--- config.mk ---
export PLATFORM = sky130hd
export DESIGN_NAME = ppfs_top
export DESIGN_NICKNAME = d
export VERILOG_FILES = /design/src/shared/ppfs_pkg.sv /design/src/hdl/ppfs_pin_cell.sv /design/src/hdl/ppfs_bus_slave.sv /design/src/hdl/ppfs_top.sv
export VERILOG_INCLUDE_DIRS = /design/src /design/src/shared
export SDC_FILE = /design/constraint.sdc
export NUM_CORES = 1
export LEC_CHECK = 0
export BUFFER_PORTS_ARGS = -buffer_cell sky130_fd_sc_hd__buf_2
export CORE_MARGIN = 2
export CORE_UTILIZATION = 30
export CTS_CLUSTER_DIAMETER = 50
export DETAILED_ROUTE_END_ITERATION = 10
export PLACE_DENSITY = 0.55
export SYNTH_ARGS = -nofsm -noshare
export SYNTH_HDL_FRONTEND = slang
export SYNTH_SLANG_ARGS = --single-unit
--- constraint.sdc ---
create_clock -name i_clk -period 3.8 [get_ports i_clk]
set_clock_uncertainty 0.2 [all_clocks]
set_input_delay 0.57 -clock i_clk [delete_from_list [all_inputs] [get_ports i_clk]]
set_output_delay 0.57 -clock i_clk [all_outputs]
set_load 0.005 [all_outputs]
--- src/shared/ppfs_defs.svh ---
// Offsets, field positions and reset values of the pin function selector
`ifndef PPFS_DEFS_SVH
`define PPFS_DEFS_SVH

`define PPFS_ADDR_SEL1        32'hE002_C004
`define PPFS_ADDR_SEL2        32'hE002_C014
`define PPFS_ADDR_GPIO_BASE   32'hE002_C100
`define PPFS_GPIO_STRIDE      32'h0000_0020
`define PPFS_GPIO_LEVEL       32'h0000_0000
`define PPFS_GPIO_SET         32'h0000_0004
`define PPFS_GPIO_DIR         32'h0000_0008
`define PPFS_GPIO_CLR         32'h0000_000C

`define PPFS_SEL1_WMASK       32'h3FFC_FFFF
`define PPFS_SEL2_WMASK       32'h0000_000C
`define PPFS_SEL_RESET        32'h0000_0000
`define PPFS_DIR_RESET        32'h0000_0000
`define PPFS_OUT_RESET        32'h0000_0000

`define PPFS_P25_LSB          18
`define PPFS_P26_LSB          20
`define PPFS_P30_LSB          28
`define PPFS_DEBUG_BIT        2
`define PPFS_TRACE_BIT        3

`endif

--- src/shared/ppfs_pkg.sv ---
// Types shared by the pin function selector modules
package ppfs_pkg;

  typedef enum logic [1:0] {
    PPFS_FUNC_GPIO = 2'b00,
    PPFS_FUNC_ALT1 = 2'b01,
    PPFS_FUNC_ALT2 = 2'b10,
    PPFS_FUNC_ALT3 = 2'b11
  } ppfs_func_e;

  typedef struct packed {
    logic oe;
    logic out;
  } ppfs_pad_s;

  typedef struct packed {
    logic        wr;
    logic [31:0] addr;
    logic [31:0] wdata;
    logic [3:0]  be;
  } ppfs_cmd_s;

endpackage

--- src/hdl/ppfs_pin_cell.sv ---
// One pad: registered choice between GPIO drive and alternate drive
`timescale 1ns/100ps
module ppfs_pin_cell
  import ppfs_pkg::*;
(
  // Clock and reset
  input  wire logic            i_clk,
  input  wire logic            i_reset_n,
  // Selection
  input  wire logic            i_gpio_sel,
  input  wire logic            i_gpio_out,
  input  wire logic            i_gpio_dir,
  input  wire ppfs_pkg::ppfs_pad_s i_alt,
  // Pad drive
  output ppfs_pkg::ppfs_pad_s  o_pad
);
  import ppfs_pkg::*;

  ppfs_pad_s pad_q;
  ppfs_pad_s pad_d;

  // Direction bit counts only in GPIO mode
  assign pad_d = i_gpio_sel ? ppfs_pad_s'{oe: i_gpio_dir, out: i_gpio_out}
                            : i_alt;

  always_ff @(posedge i_clk or negedge i_reset_n)
  begin
    if (!i_reset_n)
      pad_q <= '{oe: 1'b0, out: 1'b0};
    else
      pad_q <= pad_d;
  end

  assign o_pad = pad_q;

endmodule

--- src/hdl/ppfs_bus_slave.sv ---
// Avalon-MM slave front end with one wait state
`timescale 1ns/100ps
module ppfs_bus_slave
  import ppfs_pkg::*;
(
  // Clock and reset
  input  wire logic        i_clk,
  input  wire logic        i_reset_n,
  // Avalon-MM slave
  input  wire logic [31:0] i_avs_address,
  input  wire logic        i_avs_read,
  input  wire logic        i_avs_write,
  input  wire logic [31:0] i_avs_writedata,
  input  wire logic [3:0]  i_avs_byteenable,
  output logic      [31:0] o_avs_readdata,
  output logic             o_avs_waitrequest,
  // Register file side
  input  wire logic [31:0] i_rd_data,
  output ppfs_pkg::ppfs_cmd_s o_cmd
);
  import ppfs_pkg::*;

  logic        ack_q;
  logic [31:0] rdata_q;
  wire         req;
  wire         first;

  assign req   = i_avs_read | i_avs_write;
  assign first = req & ~ack_q;

  // Request is accepted at the second edge
  assign o_avs_waitrequest = first;
  assign o_cmd = '{wr: i_avs_write & ack_q, addr: i_avs_address,
                   wdata: i_avs_writedata, be: i_avs_byteenable};

  always_ff @(posedge i_clk or negedge i_reset_n)
  begin
    if (!i_reset_n)
    begin
      ack_q   <= 1'b0;
      rdata_q <= 32'h0000_0000;
    end
    else
    begin
      ack_q <= first;
      if (first && i_avs_read)
        rdata_q <= i_rd_data;
    end
  end

  assign o_avs_readdata = rdata_q;

endmodule

--- src/hdl/ppfs_top.sv ---
// Pin function selector with GPIO register bank for ports 0 and 1
//
// Our own choice: the Avalon-MM slave port.
`timescale 1ns/100ps
`include "ppfs_defs.svh"
module ppfs_top
  import ppfs_pkg::*;
#(
  parameter bit HAS_DAC = 1'b1
)
(
  // Clock and reset
  input  wire logic        i_clk,
  input  wire logic        i_reset_n,
  // Avalon-MM slave
  input  wire logic [31:0] i_avs_address,
  input  wire logic        i_avs_read,
  input  wire logic        i_avs_write,
  input  wire logic [31:0] i_avs_writedata,
  input  wire logic [3:0]  i_avs_byteenable,
  output logic      [31:0] o_avs_readdata,
  output logic             o_avs_waitrequest,
  // Port 0 pads
  input  wire logic [31:0] i_p0_level,
  output ppfs_pkg::ppfs_pad_s [31:0] o_p0_pad,
  // Port 1 pads
  input  wire logic [31:0] i_p1_level,
  output ppfs_pkg::ppfs_pad_s [31:0] o_p1_pad,
  // Port 0 pins 16 to 23 alternate drive and chosen codes
  input  wire ppfs_pkg::ppfs_pad_s [7:0] i_p0_low_alt,
  output logic      [15:0] o_p0_low_func,
  // Timer 0, interrupt and analog connections
  input  wire logic [3:1]  i_timer0_match,
  output logic      [3:0]  o_timer0_capture,
  output logic             o_ext_int3,
  output logic      [5:0]  o_adc0_connect,
  output logic             o_dac_connect,
  // Debug and trace ports
  input  wire ppfs_pkg::ppfs_pad_s [5:0] i_debug_drive,
  output logic      [5:0]  o_debug_level,
  output logic             o_debug_mode,
  input  wire logic [9:0]  i_trace_data,
  output logic             o_trace_mode
);
  import ppfs_pkg::*;

  // Byte-lane merge of write data
  function automatic logic [31:0] lane_merge(
    input logic [31:0] old_v,
    input logic [31:0] new_v,
    input logic [3:0]  be
  );
    logic [31:0] r;
    r = old_v;
    for (int b = 0; b < 4; b++)
    begin
      if (be[b])
        r[b*8 +: 8] = new_v[b*8 +: 8];
    end
    return r;
  endfunction

  // Two-bit selector field of the first register
  function automatic ppfs_func_e field_of(
    input logic [31:0] reg_v,
    input int          lsb
  );
    return ppfs_func_e'(reg_v[lsb +: 2]);
  endfunction

  // Bus front end
  ppfs_cmd_s   cmd;
  logic [31:0] rd_data;

  ppfs_bus_slave u_bus
  (
    .i_clk             (i_clk),
    .i_reset_n         (i_reset_n),
    .i_avs_address     (i_avs_address),
    .i_avs_read        (i_avs_read),
    .i_avs_write       (i_avs_write),
    .i_avs_writedata   (i_avs_writedata),
    .i_avs_byteenable  (i_avs_byteenable),
    .o_avs_readdata    (o_avs_readdata),
    .o_avs_waitrequest (o_avs_waitrequest),
    .i_rd_data         (rd_data),
    .o_cmd             (cmd)
  );

  // Selector registers
  logic [31:0] sel1_q;
  logic [31:0] sel1_d;
  logic [31:0] sel2_q;
  logic [31:0] sel2_d;
  wire         hit_sel1;
  wire         hit_sel2;

  assign hit_sel1 = (cmd.addr == `PPFS_ADDR_SEL1);
  assign hit_sel2 = (cmd.addr == `PPFS_ADDR_SEL2);

  // Reserved bits are masked off on write
  assign sel1_d = lane_merge(sel1_q, cmd.wdata, cmd.be)
                  & `PPFS_SEL1_WMASK;
  assign sel2_d = lane_merge(sel2_q, cmd.wdata, cmd.be)
                  & `PPFS_SEL2_WMASK;

  always_ff @(posedge i_clk or negedge i_reset_n)
  begin
    if (!i_reset_n)
    begin
      sel1_q <= `PPFS_SEL_RESET;
      sel2_q <= `PPFS_SEL_RESET;
    end
    else
    begin
      if (cmd.wr && hit_sel1)
        sel1_q <= sel1_d;
      if (cmd.wr && hit_sel2)
        sel2_q <= sel2_d;
    end
  end

  // GPIO registers, one bank per port
  logic [1:0][31:0] gpio_dir;
  logic [1:0][31:0] gpio_out;
  logic [1:0][31:0] level;
  logic [1:0][31:0] rd_port;

  assign level[0] = i_p0_level;
  assign level[1] = i_p1_level;

  genvar p;
  generate
    for (p = 0; p < 2; p++)
    begin : g_bank
      wire  [31:0] base;
      wire         hit_level;
      wire         hit_set;
      wire         hit_dir;
      wire         hit_clr;
      wire  [31:0] wmask;
      logic [31:0] dir_q;
      logic [31:0] out_q;

      assign gpio_dir[p] = dir_q;
      assign gpio_out[p] = out_q;

      assign base      = `PPFS_ADDR_GPIO_BASE
                         + (`PPFS_GPIO_STRIDE * 32'(p));
      assign hit_level = (cmd.addr == base + `PPFS_GPIO_LEVEL);
      assign hit_set   = (cmd.addr == base + `PPFS_GPIO_SET);
      assign hit_dir   = (cmd.addr == base + `PPFS_GPIO_DIR);
      assign hit_clr   = (cmd.addr == base + `PPFS_GPIO_CLR);
      assign wmask     = lane_merge(32'h0000_0000, cmd.wdata, cmd.be);

      always_ff @(posedge i_clk or negedge i_reset_n)
      begin
        if (!i_reset_n)
        begin
          dir_q <= `PPFS_DIR_RESET;
          out_q <= `PPFS_OUT_RESET;
        end
        else
        begin
          if (cmd.wr && hit_dir)
            dir_q <= lane_merge(dir_q, cmd.wdata, cmd.be);
          if (cmd.wr && hit_set)
            out_q <= out_q | wmask;
          else if (cmd.wr && hit_clr)
            out_q <= out_q & ~wmask;
        end
      end

      // Set address reads the output register, level address the pins
      assign rd_port[p] = ({32{hit_level}} & level[p])
                        | ({32{hit_set}}   & out_q)
                        | ({32{hit_dir}}   & dir_q);
    end
  endgenerate

  // Read data selection; unmapped addresses read zero
  assign rd_data = ({32{hit_sel1}} & sel1_q)
                 | ({32{hit_sel2}} & sel2_q)
                 | rd_port[0]
                 | rd_port[1];

  // Pin routing tables
  logic      [1:0][31:0] gpio_sel;
  ppfs_pad_s [1:0][31:0] alt;

  ppfs_func_e f25;
  ppfs_func_e f26;
  ppfs_func_e f30;
  wire        debug_mode;
  wire        trace_mode;

  assign f25 = field_of(sel1_q, `PPFS_P25_LSB);
  assign f26 = field_of(sel1_q, `PPFS_P26_LSB);
  assign f30 = field_of(sel1_q, `PPFS_P30_LSB);
  assign debug_mode = sel2_q[`PPFS_DEBUG_BIT];
  assign trace_mode = sel2_q[`PPFS_TRACE_BIT];

  // Port 0 pins 0 to 15 stay GPIO here
  assign gpio_sel[0][15:0] = 16'hFFFF;
  assign alt[0][15:0]      = '0;

  // Port 0 pins 16 to 23 take their drive from outside
  genvar k;
  generate
    for (k = 0; k < 8; k++)
    begin : g_low
      assign gpio_sel[0][16+k] = (field_of(sel1_q, 2*k)
                                  == PPFS_FUNC_GPIO);
      assign alt[0][16+k]      = i_p0_low_alt[k];
    end
  endgenerate

  // Pin 24 and pin 31 have only GPIO usable
  assign gpio_sel[0][24] = 1'b1;
  assign gpio_sel[0][31] = 1'b1;
  assign alt[0][24]      = '0;
  assign alt[0][31]      = '0;

  // Pin 25: analog input, DAC output or reserved, never driven digitally
  assign gpio_sel[0][25] = (f25 == PPFS_FUNC_GPIO);
  assign alt[0][25]      = '{oe: 1'b0, out: 1'b0};

  // Pin 26: analog input 5
  assign gpio_sel[0][26] = (f26 == PPFS_FUNC_GPIO);
  assign alt[0][26]      = '{oe: 1'b0, out: 1'b0};

  // Pins 27 to 29: analog, capture input or match output
  ppfs_func_e [3:1] fm;
  generate
    for (k = 1; k < 4; k++)
    begin : g_match
      assign fm[k] = field_of(sel1_q, 20 + 2*k);
      assign gpio_sel[0][26+k] = (fm[k] == PPFS_FUNC_GPIO);
      // Only a match output drives the pad
      assign alt[0][26+k] = '{oe:  fm[k] == PPFS_FUNC_ALT3,
                              out: i_timer0_match[k]};
    end
  endgenerate

  // Pin 30: analog, interrupt 3 or capture 0, all inputs
  assign gpio_sel[0][30] = (f30 == PPFS_FUNC_GPIO);
  assign alt[0][30]      = '{oe: 1'b0, out: 1'b0};

  // Port 1 groups for debug and trace
  genvar j;
  generate
    for (j = 0; j < 32; j++)
    begin : g_p1
      if (j >= 26)
      begin : g_dbg
        assign gpio_sel[1][j] = ~debug_mode;
        assign alt[1][j]      = i_debug_drive[j-26];
      end
      else if (j >= 16)
      begin : g_trc
        assign gpio_sel[1][j] = ~trace_mode;
        assign alt[1][j]      = '{oe: 1'b1, out: i_trace_data[j-16]};
      end
      else
      begin : g_plain
        assign gpio_sel[1][j] = 1'b1;
        assign alt[1][j]      = '0;
      end
    end
  endgenerate

  // Pad cells
  ppfs_pad_s [1:0][31:0] pad;
  genvar q;
  genvar n;
  generate
    for (q = 0; q < 2; q++)
    begin : g_port
      for (n = 0; n < 32; n++)
      begin : g_pin
        ppfs_pin_cell u_cell
        (
          .i_clk      (i_clk),
          .i_reset_n  (i_reset_n),
          .i_gpio_sel (gpio_sel[q][n]),
          .i_gpio_out (gpio_out[q][n]),
          .i_gpio_dir (gpio_dir[q][n]),
          .i_alt      (alt[q][n]),
          .o_pad      (pad[q][n])
        );
      end
    end
  endgenerate

  assign o_p0_pad = pad[0];
  assign o_p1_pad = pad[1];

  // Peripheral-side outputs
  logic [3:0] cap_d;
  logic [5:0] adc_d;
  logic [5:0] dbg_d;

  assign cap_d[0] = (f30 == PPFS_FUNC_ALT3) & i_p0_level[30];
  generate
    for (k = 1; k < 4; k++)
    begin : g_cap
      assign cap_d[k] = (fm[k] == PPFS_FUNC_ALT2)
                        & i_p0_level[26+k];
      assign adc_d[k-1] = (fm[k] == PPFS_FUNC_ALT1);
    end
  endgenerate
  assign adc_d[3] = (f30 == PPFS_FUNC_ALT1);
  assign adc_d[4] = (f25 == PPFS_FUNC_ALT1);
  assign adc_d[5] = (f26 == PPFS_FUNC_ALT1);
  assign dbg_d    = debug_mode ? i_p1_level[31:26] : 6'h00;

  always_ff @(posedge i_clk or negedge i_reset_n)
  begin
    if (!i_reset_n)
    begin
      o_timer0_capture <= 4'h0;
      o_ext_int3       <= 1'b0;
      o_adc0_connect   <= 6'h00;
      o_dac_connect    <= 1'b0;
      o_debug_level    <= 6'h00;
      o_debug_mode     <= 1'b0;
      o_trace_mode     <= 1'b0;
      o_p0_low_func    <= 16'h0000;
    end
    else
    begin
      o_timer0_capture <= cap_d;
      o_ext_int3       <= (f30 == PPFS_FUNC_ALT2) & i_p0_level[30];
      o_adc0_connect   <= adc_d;
      o_dac_connect    <= (f25 == PPFS_FUNC_ALT2) & HAS_DAC;
      o_debug_level    <= dbg_d;
      o_debug_mode     <= debug_mode;
      o_trace_mode     <= trace_mode;
      o_p0_low_func    <= sel1_q[15:0];
    end
  end

endmodule

=== After elaboration in Yosys (flattened, before gate mapping) ===
Index checks and enable logic that the tools add are counted.
W data, S select, Z words.

* Eq/ne operators: 25
* Multiplexer cells: 39
* Bitwise gates (word level): 29
* Reductions and logical operators: 38

{| class="wikitable"
|+ Operators with widths
! operator !! count
|-
| $eq A32 B32 Y1 const B || 10
|-
| $or A32 B32 Y32 || 9
|-
| $and A32 B32 Y32 || 8
|-
| $mux W32 || 4
|-
| $mux W2 || 30
|-
| $and A32 B30 Y32 || 1
|-
| $and A32 B4 Y32 || 1
|-
| $mux W8 || 4
|-
| $not A32 Y32 || 1
|-
| $logic_not A2 Y1 || 14
|-
| $reduce_and A2 Y1 || 13
|-
| $eq A2 B2 Y1 const B || 9
|-
| $eq A2 B1 Y1 const B || 6
|-
| $logic_and A1 B1 Y1 || 9
|-
| $and A1 B1 Y1 || 7
|-
| $mux W6 || 1
|-
| $reduce_bool A2 Y1 || 2
|-
| $not A1 Y1 || 1
|-
| $or A1 B1 Y1 || 1
|}

* Bits in registers: 355
* Input port bits: 177
* Output and inout port bits: 197
* Logic and storage cells: 284

=== Depth between registers and ports, before layout ===
* Depth in word-level cells: 6
* Depth in mapped cells: 8
* Mapped depth without buffers: 5

=== Hierarchy ===
From an unflattened synthesis, not the netlist that was laid out.

* Cell total of the unflattened synthesis: 1,248
* Area, all modules: 16,128.0 um^2

{| class="wikitable"
|+ Modules (own cells, without submodules)
! module !! times used !! cells an instance !! area each (um^2) !! sequential area each (um^2)
|-
| ppfs_top || 1 || 851 || 9,582.9 || 4,854.7
|-
| ppfs_pin_cell || 64 || 4 || 72.6 || 50.0
|-
| ppfs_bus_slave || 1 || 141 || 1,900.6 || 825.8
|}

=== Worst setup path after synthesis ===
Ideal clock, no wire load.

* Kind: input to register
* Start: input port i_avs_address[18]
* End: register g_bank[1].dir_q[10]
* Setup time: 0.125 ns
* Arrival: 2.421 ns
* Data required time: 3.475 ns
* Path slack: 1.054 ns
* Stages: 7
* Buffers on the path: 2
* Cell sequence: nor4_2 > nand4_2 > buf_6 > or4_4 > buf_6 > nor2_8 > mux2_4

* Longest elaborated chain between the ends: 3

{| class="wikitable"
|+ RTL lines
! what !! RTL line !! source
|-
| from (decl) || ppfs_top.sv:16 || <nowiki>input wire logic [31:0] i_avs_address,</nowiki>
|-
| $eq A32 B32 Y1 (no line) || n/a ||
|-
| $logic_and A1 B1 Y1 || ppfs_top.sv:165 || <nowiki>if (cmd.wr && hit_dir)</nowiki>
|-
| $reduce_and A2 Y1 (no line) || n/a ||
|-
| to (signal assigned) || ppfs_top.sv:160 || <nowiki>dir_q <= `PPFS_DIR_RESET;</nowiki>
|-
| to (signal assigned) || ppfs_top.sv:166 || <nowiki>dir_q <= lane_merge(dir_q, cmd.wdata, cmd.be);</nowiki>
|-
| to (decl) || ppfs_top.sv:142 || <nowiki>logic [31:0] dir_q;</nowiki>
|}

Every way passes these cells.
A chain may end at the register's enable or synchronous reset.

==> impl_results.md <==
* Status: completed
* Die H at 218.2 µm
* Vias in the first global route at 10960
* Layout Cells excl Fill at 2082
* DRC at 0
* Syn_area_per_cell at 13.36 µm²
* Routed vias/inst at 5.108
* Register-to-register setup slack at 1.28 ns
* Die extent in x at 218.2 µm
* Most frequent cells in the layout: buf_2 (372), dfrtp_1 (355), o21ai_0 (135)
* Final Hold Fails at 0
* Most common cell after layout, fill and taps aside: buf_2
* Startpoint Class: primary input
* Largest net degree at the start of global routing at 86
* Final critical-path share of the clock period at 0.7837
* Worst R2R Start: u_bus.ack_q
* Setup CP Type: primary input to register
* CTS tree: done
* P&R area growth vs syn at 32.23%
* R2R depth at 6
* Final nets at 1620
* Cells after Synth at 1030
* Number of flops mapped to enable cells by yosys at 0
* Fmax at 335.8 MHz
* H-tree levels at 2
* CTS Buf Count at 43
* Min Tclk post-route at 2.978 ns
* Final Setup Violations at 0
* Critical Path End Type: register
* Initial detailed-routing violation count at 849
* Pre-antenna DRT Iters at 5
* Post-synth ARST share at 1.000
* Gpl congestion at 0.8385
* Top_reg_cell synth: dfrtp_1
* Critical Path Fanout Max at 17
* Leakage at 9.408 nW
* Setup_tns at 0 ns
* Routed wire length at 51480 µm
* Port bufs at 373
* Clock Pin Slew Worst Setup and Hold Paths at 0.06 ns
* Clk_lat worst skew at 0.56 ns
* Yosys warnings at 0
* CP Launch Point: i_avs_address[16]
* Post-CTS Setup Repair Bufs at 0
* First-pass GRT wire length at 74380 µm
* Min-delay worst type: primary input to register
* Post-route ant nets at 0
* Placed Cells at 1997
* RSZ-0062 raised after global routing: false
* Synth Net Count at 1207
* Longest Clk Path Bufs at 3
* Worst ir drop on vdd at 0.3121 mV
* Max Cap Viol at 0
* Layout cell share with drive strength beyond 1 at 0.4526
* Post-DR wirelength/cell at 24.73 µm
* Grt total ovfl at 0
* Core area at 45280 µm²
* Total number of vias at 10640
* DIE AREA at 47600 µm²
* # IOs at 374
* Slew HR at 0.2676
* Mapped Area at 13760 µm²
* Final instance area at 18200 µm²
* Arr. time, crit path at 3.24 ns
* Netlist cell types at 49
* Flop and latch count out of synthesis at 355
* Initial Utilization at 0.3039
* Slew @ Worst Pin at 1.099 ns
* Rows at 78
* Clock sinks at 355
* DP Area at 16670 µm²
* Cell Pwr Density at 475.7 nW/µm²
* HPWL Detailed at 37450 µm
* CP Data Required Time at 4.06 ns
* Antenna violations before repair at 7
* Sequential area share after synthesis at 0.6455
* Fin. max-slew vios at 0
* Clock Tree Root: clkbuf_16
* GRT Overall Usage at 0.2154
==> metal layers <==
layer  part of all wire  track usage  vias to the layer above
met4              0.029      0.07166                        4
li1                   -            -                     4643
met3              0.069      0.05038                       93
met2               0.48       0.3473                      447
met5            0.00043            0                        -
met1               0.42       0.2856                     5448
==> worst max-delay path, stage by stage <==
cell and delay (ns):
buf_2 0.11, nor4b_2 0.29, nand4_2 0.50, buf_4 0.40, nor4_2 0.46, nand2_2 0.41
buf_12 0.29, o21ai_0 0.18
==> logic make-up after synthesis <==
group	count (synthesis)	share of synthesized area
compound gates	278	0.1300
buf+inv	59	0.01782
flops	355	0.6455
mux	140	0.1183
simple gates	198	0.08837
==> cells in the mapped netlist, types with 5 or more instances <==
cell / instances / share of area
dfrtp_1: 355 / 0.65
a22oi_1: 29 / 0.016
nand3_1: 7 / 0.0025
or2_2: 10 / 0.0045
and2_1: 6 / 0.0027
a221oi_1: 16 / 0.010
clkbuf_1: 38 / 0.010
a222oi_1: 28 / 0.020
o31ai_1: 8 / 0.0044
mux2_2: 117 / 0.096
nand2_1: 56 / 0.015
buf_2: 7 / 0.0025
mux2i_1: 7 / 0.0051
nor3_1: 6 / 0.0022
mux2_4: 16 / 0.017
a22o_1: 20 / 0.013
nor2_1: 54 / 0.015
a21oi_1: 14 / 0.0051
o21ai_0: 135 / 0.049
and3_1: 5 / 0.0023
nor3b_1: 6 / 0.0033
inv_1: 10 / 0.0027
nor4_4: 5 / 0.0077
a31oi_1: 24 / 0.011
==> layout make-up <==
class,instances,area (µm²)
inverter,10,37.54
sequential,355,8884
clock buffer,57,1261
tap,600,750.7
fill,4429,27090
multi-input combinational,616,4701
timing repair buffer,417,2310
clock inverter,21,239.0
antenna,6,15.01
==> power by group <==
part | internal (mW) | switching (mW) | leakage [nW] | total, mW
Sequential | 3.84 | 0.0398 | 4.87 | 3.88
Combinational | 0.184 | 0.310 | 3.81 | 0.494
Clock | 2.62 | 1.66 | 0.731 | 4.28
==> worst min path at each step <==
stage | start | endpoint | slack [ns] | cells past startpoint
after global routing | i_debug_drive[8] | g_port[1].g_pin[30].u_cell.o_pad[0] | 0.02 | 2
final | i_p0_low_alt[9] | g_port[0].g_pin[20].u_cell.o_pad[1] | 0.04 | 2
after CTS | i_p0_low_alt[9] | g_port[0].g_pin[20].u_cell.o_pad[1] | 0.01 | 2
after detailed placement | register | g_port[0].g_pin[2].u_cell.o_pad[0] | 0.18 | 0
after floorplan | i_reset_n | async pin | 0.07 | 0
after global placement | g_bank[0].dir_q[12] | g_port[0].g_pin[12].u_cell.o_pad[1] | 0.18 | 0
==> repair_timing <==
| action | 4_1_cts | 5_1_grt |
|---|---|---|
| endpoints found under the hold margin | 81 | 0 |
| gates resized for setup | 0 | 0 |
| hold buffers | 1 | 0 |
==> per-stage QoR <==
| step | total power, mW | setup slack, ns | utilization | hold WS (ns) |
|---|---|---|---|---|
| floorplan | 4.090 | 1.054 | - | 0.07441 |
| global placement | 4.449 | 0.3525 | 0.3682 | 0.1805 |
| detailed placement | 4.457 | 0.2414 | 0.3682 | 0.1832 |
| CTS | 8.754 | 0.8478 | 0.4015 | 0.01370 |
| global route | 8.974 | 0.6810 | 0.4017 | 0.02328 |
| finish | 8.656 | 0.8218 | 0.4019 | 0.03868 |
Power figures use the tool's default switching activity.
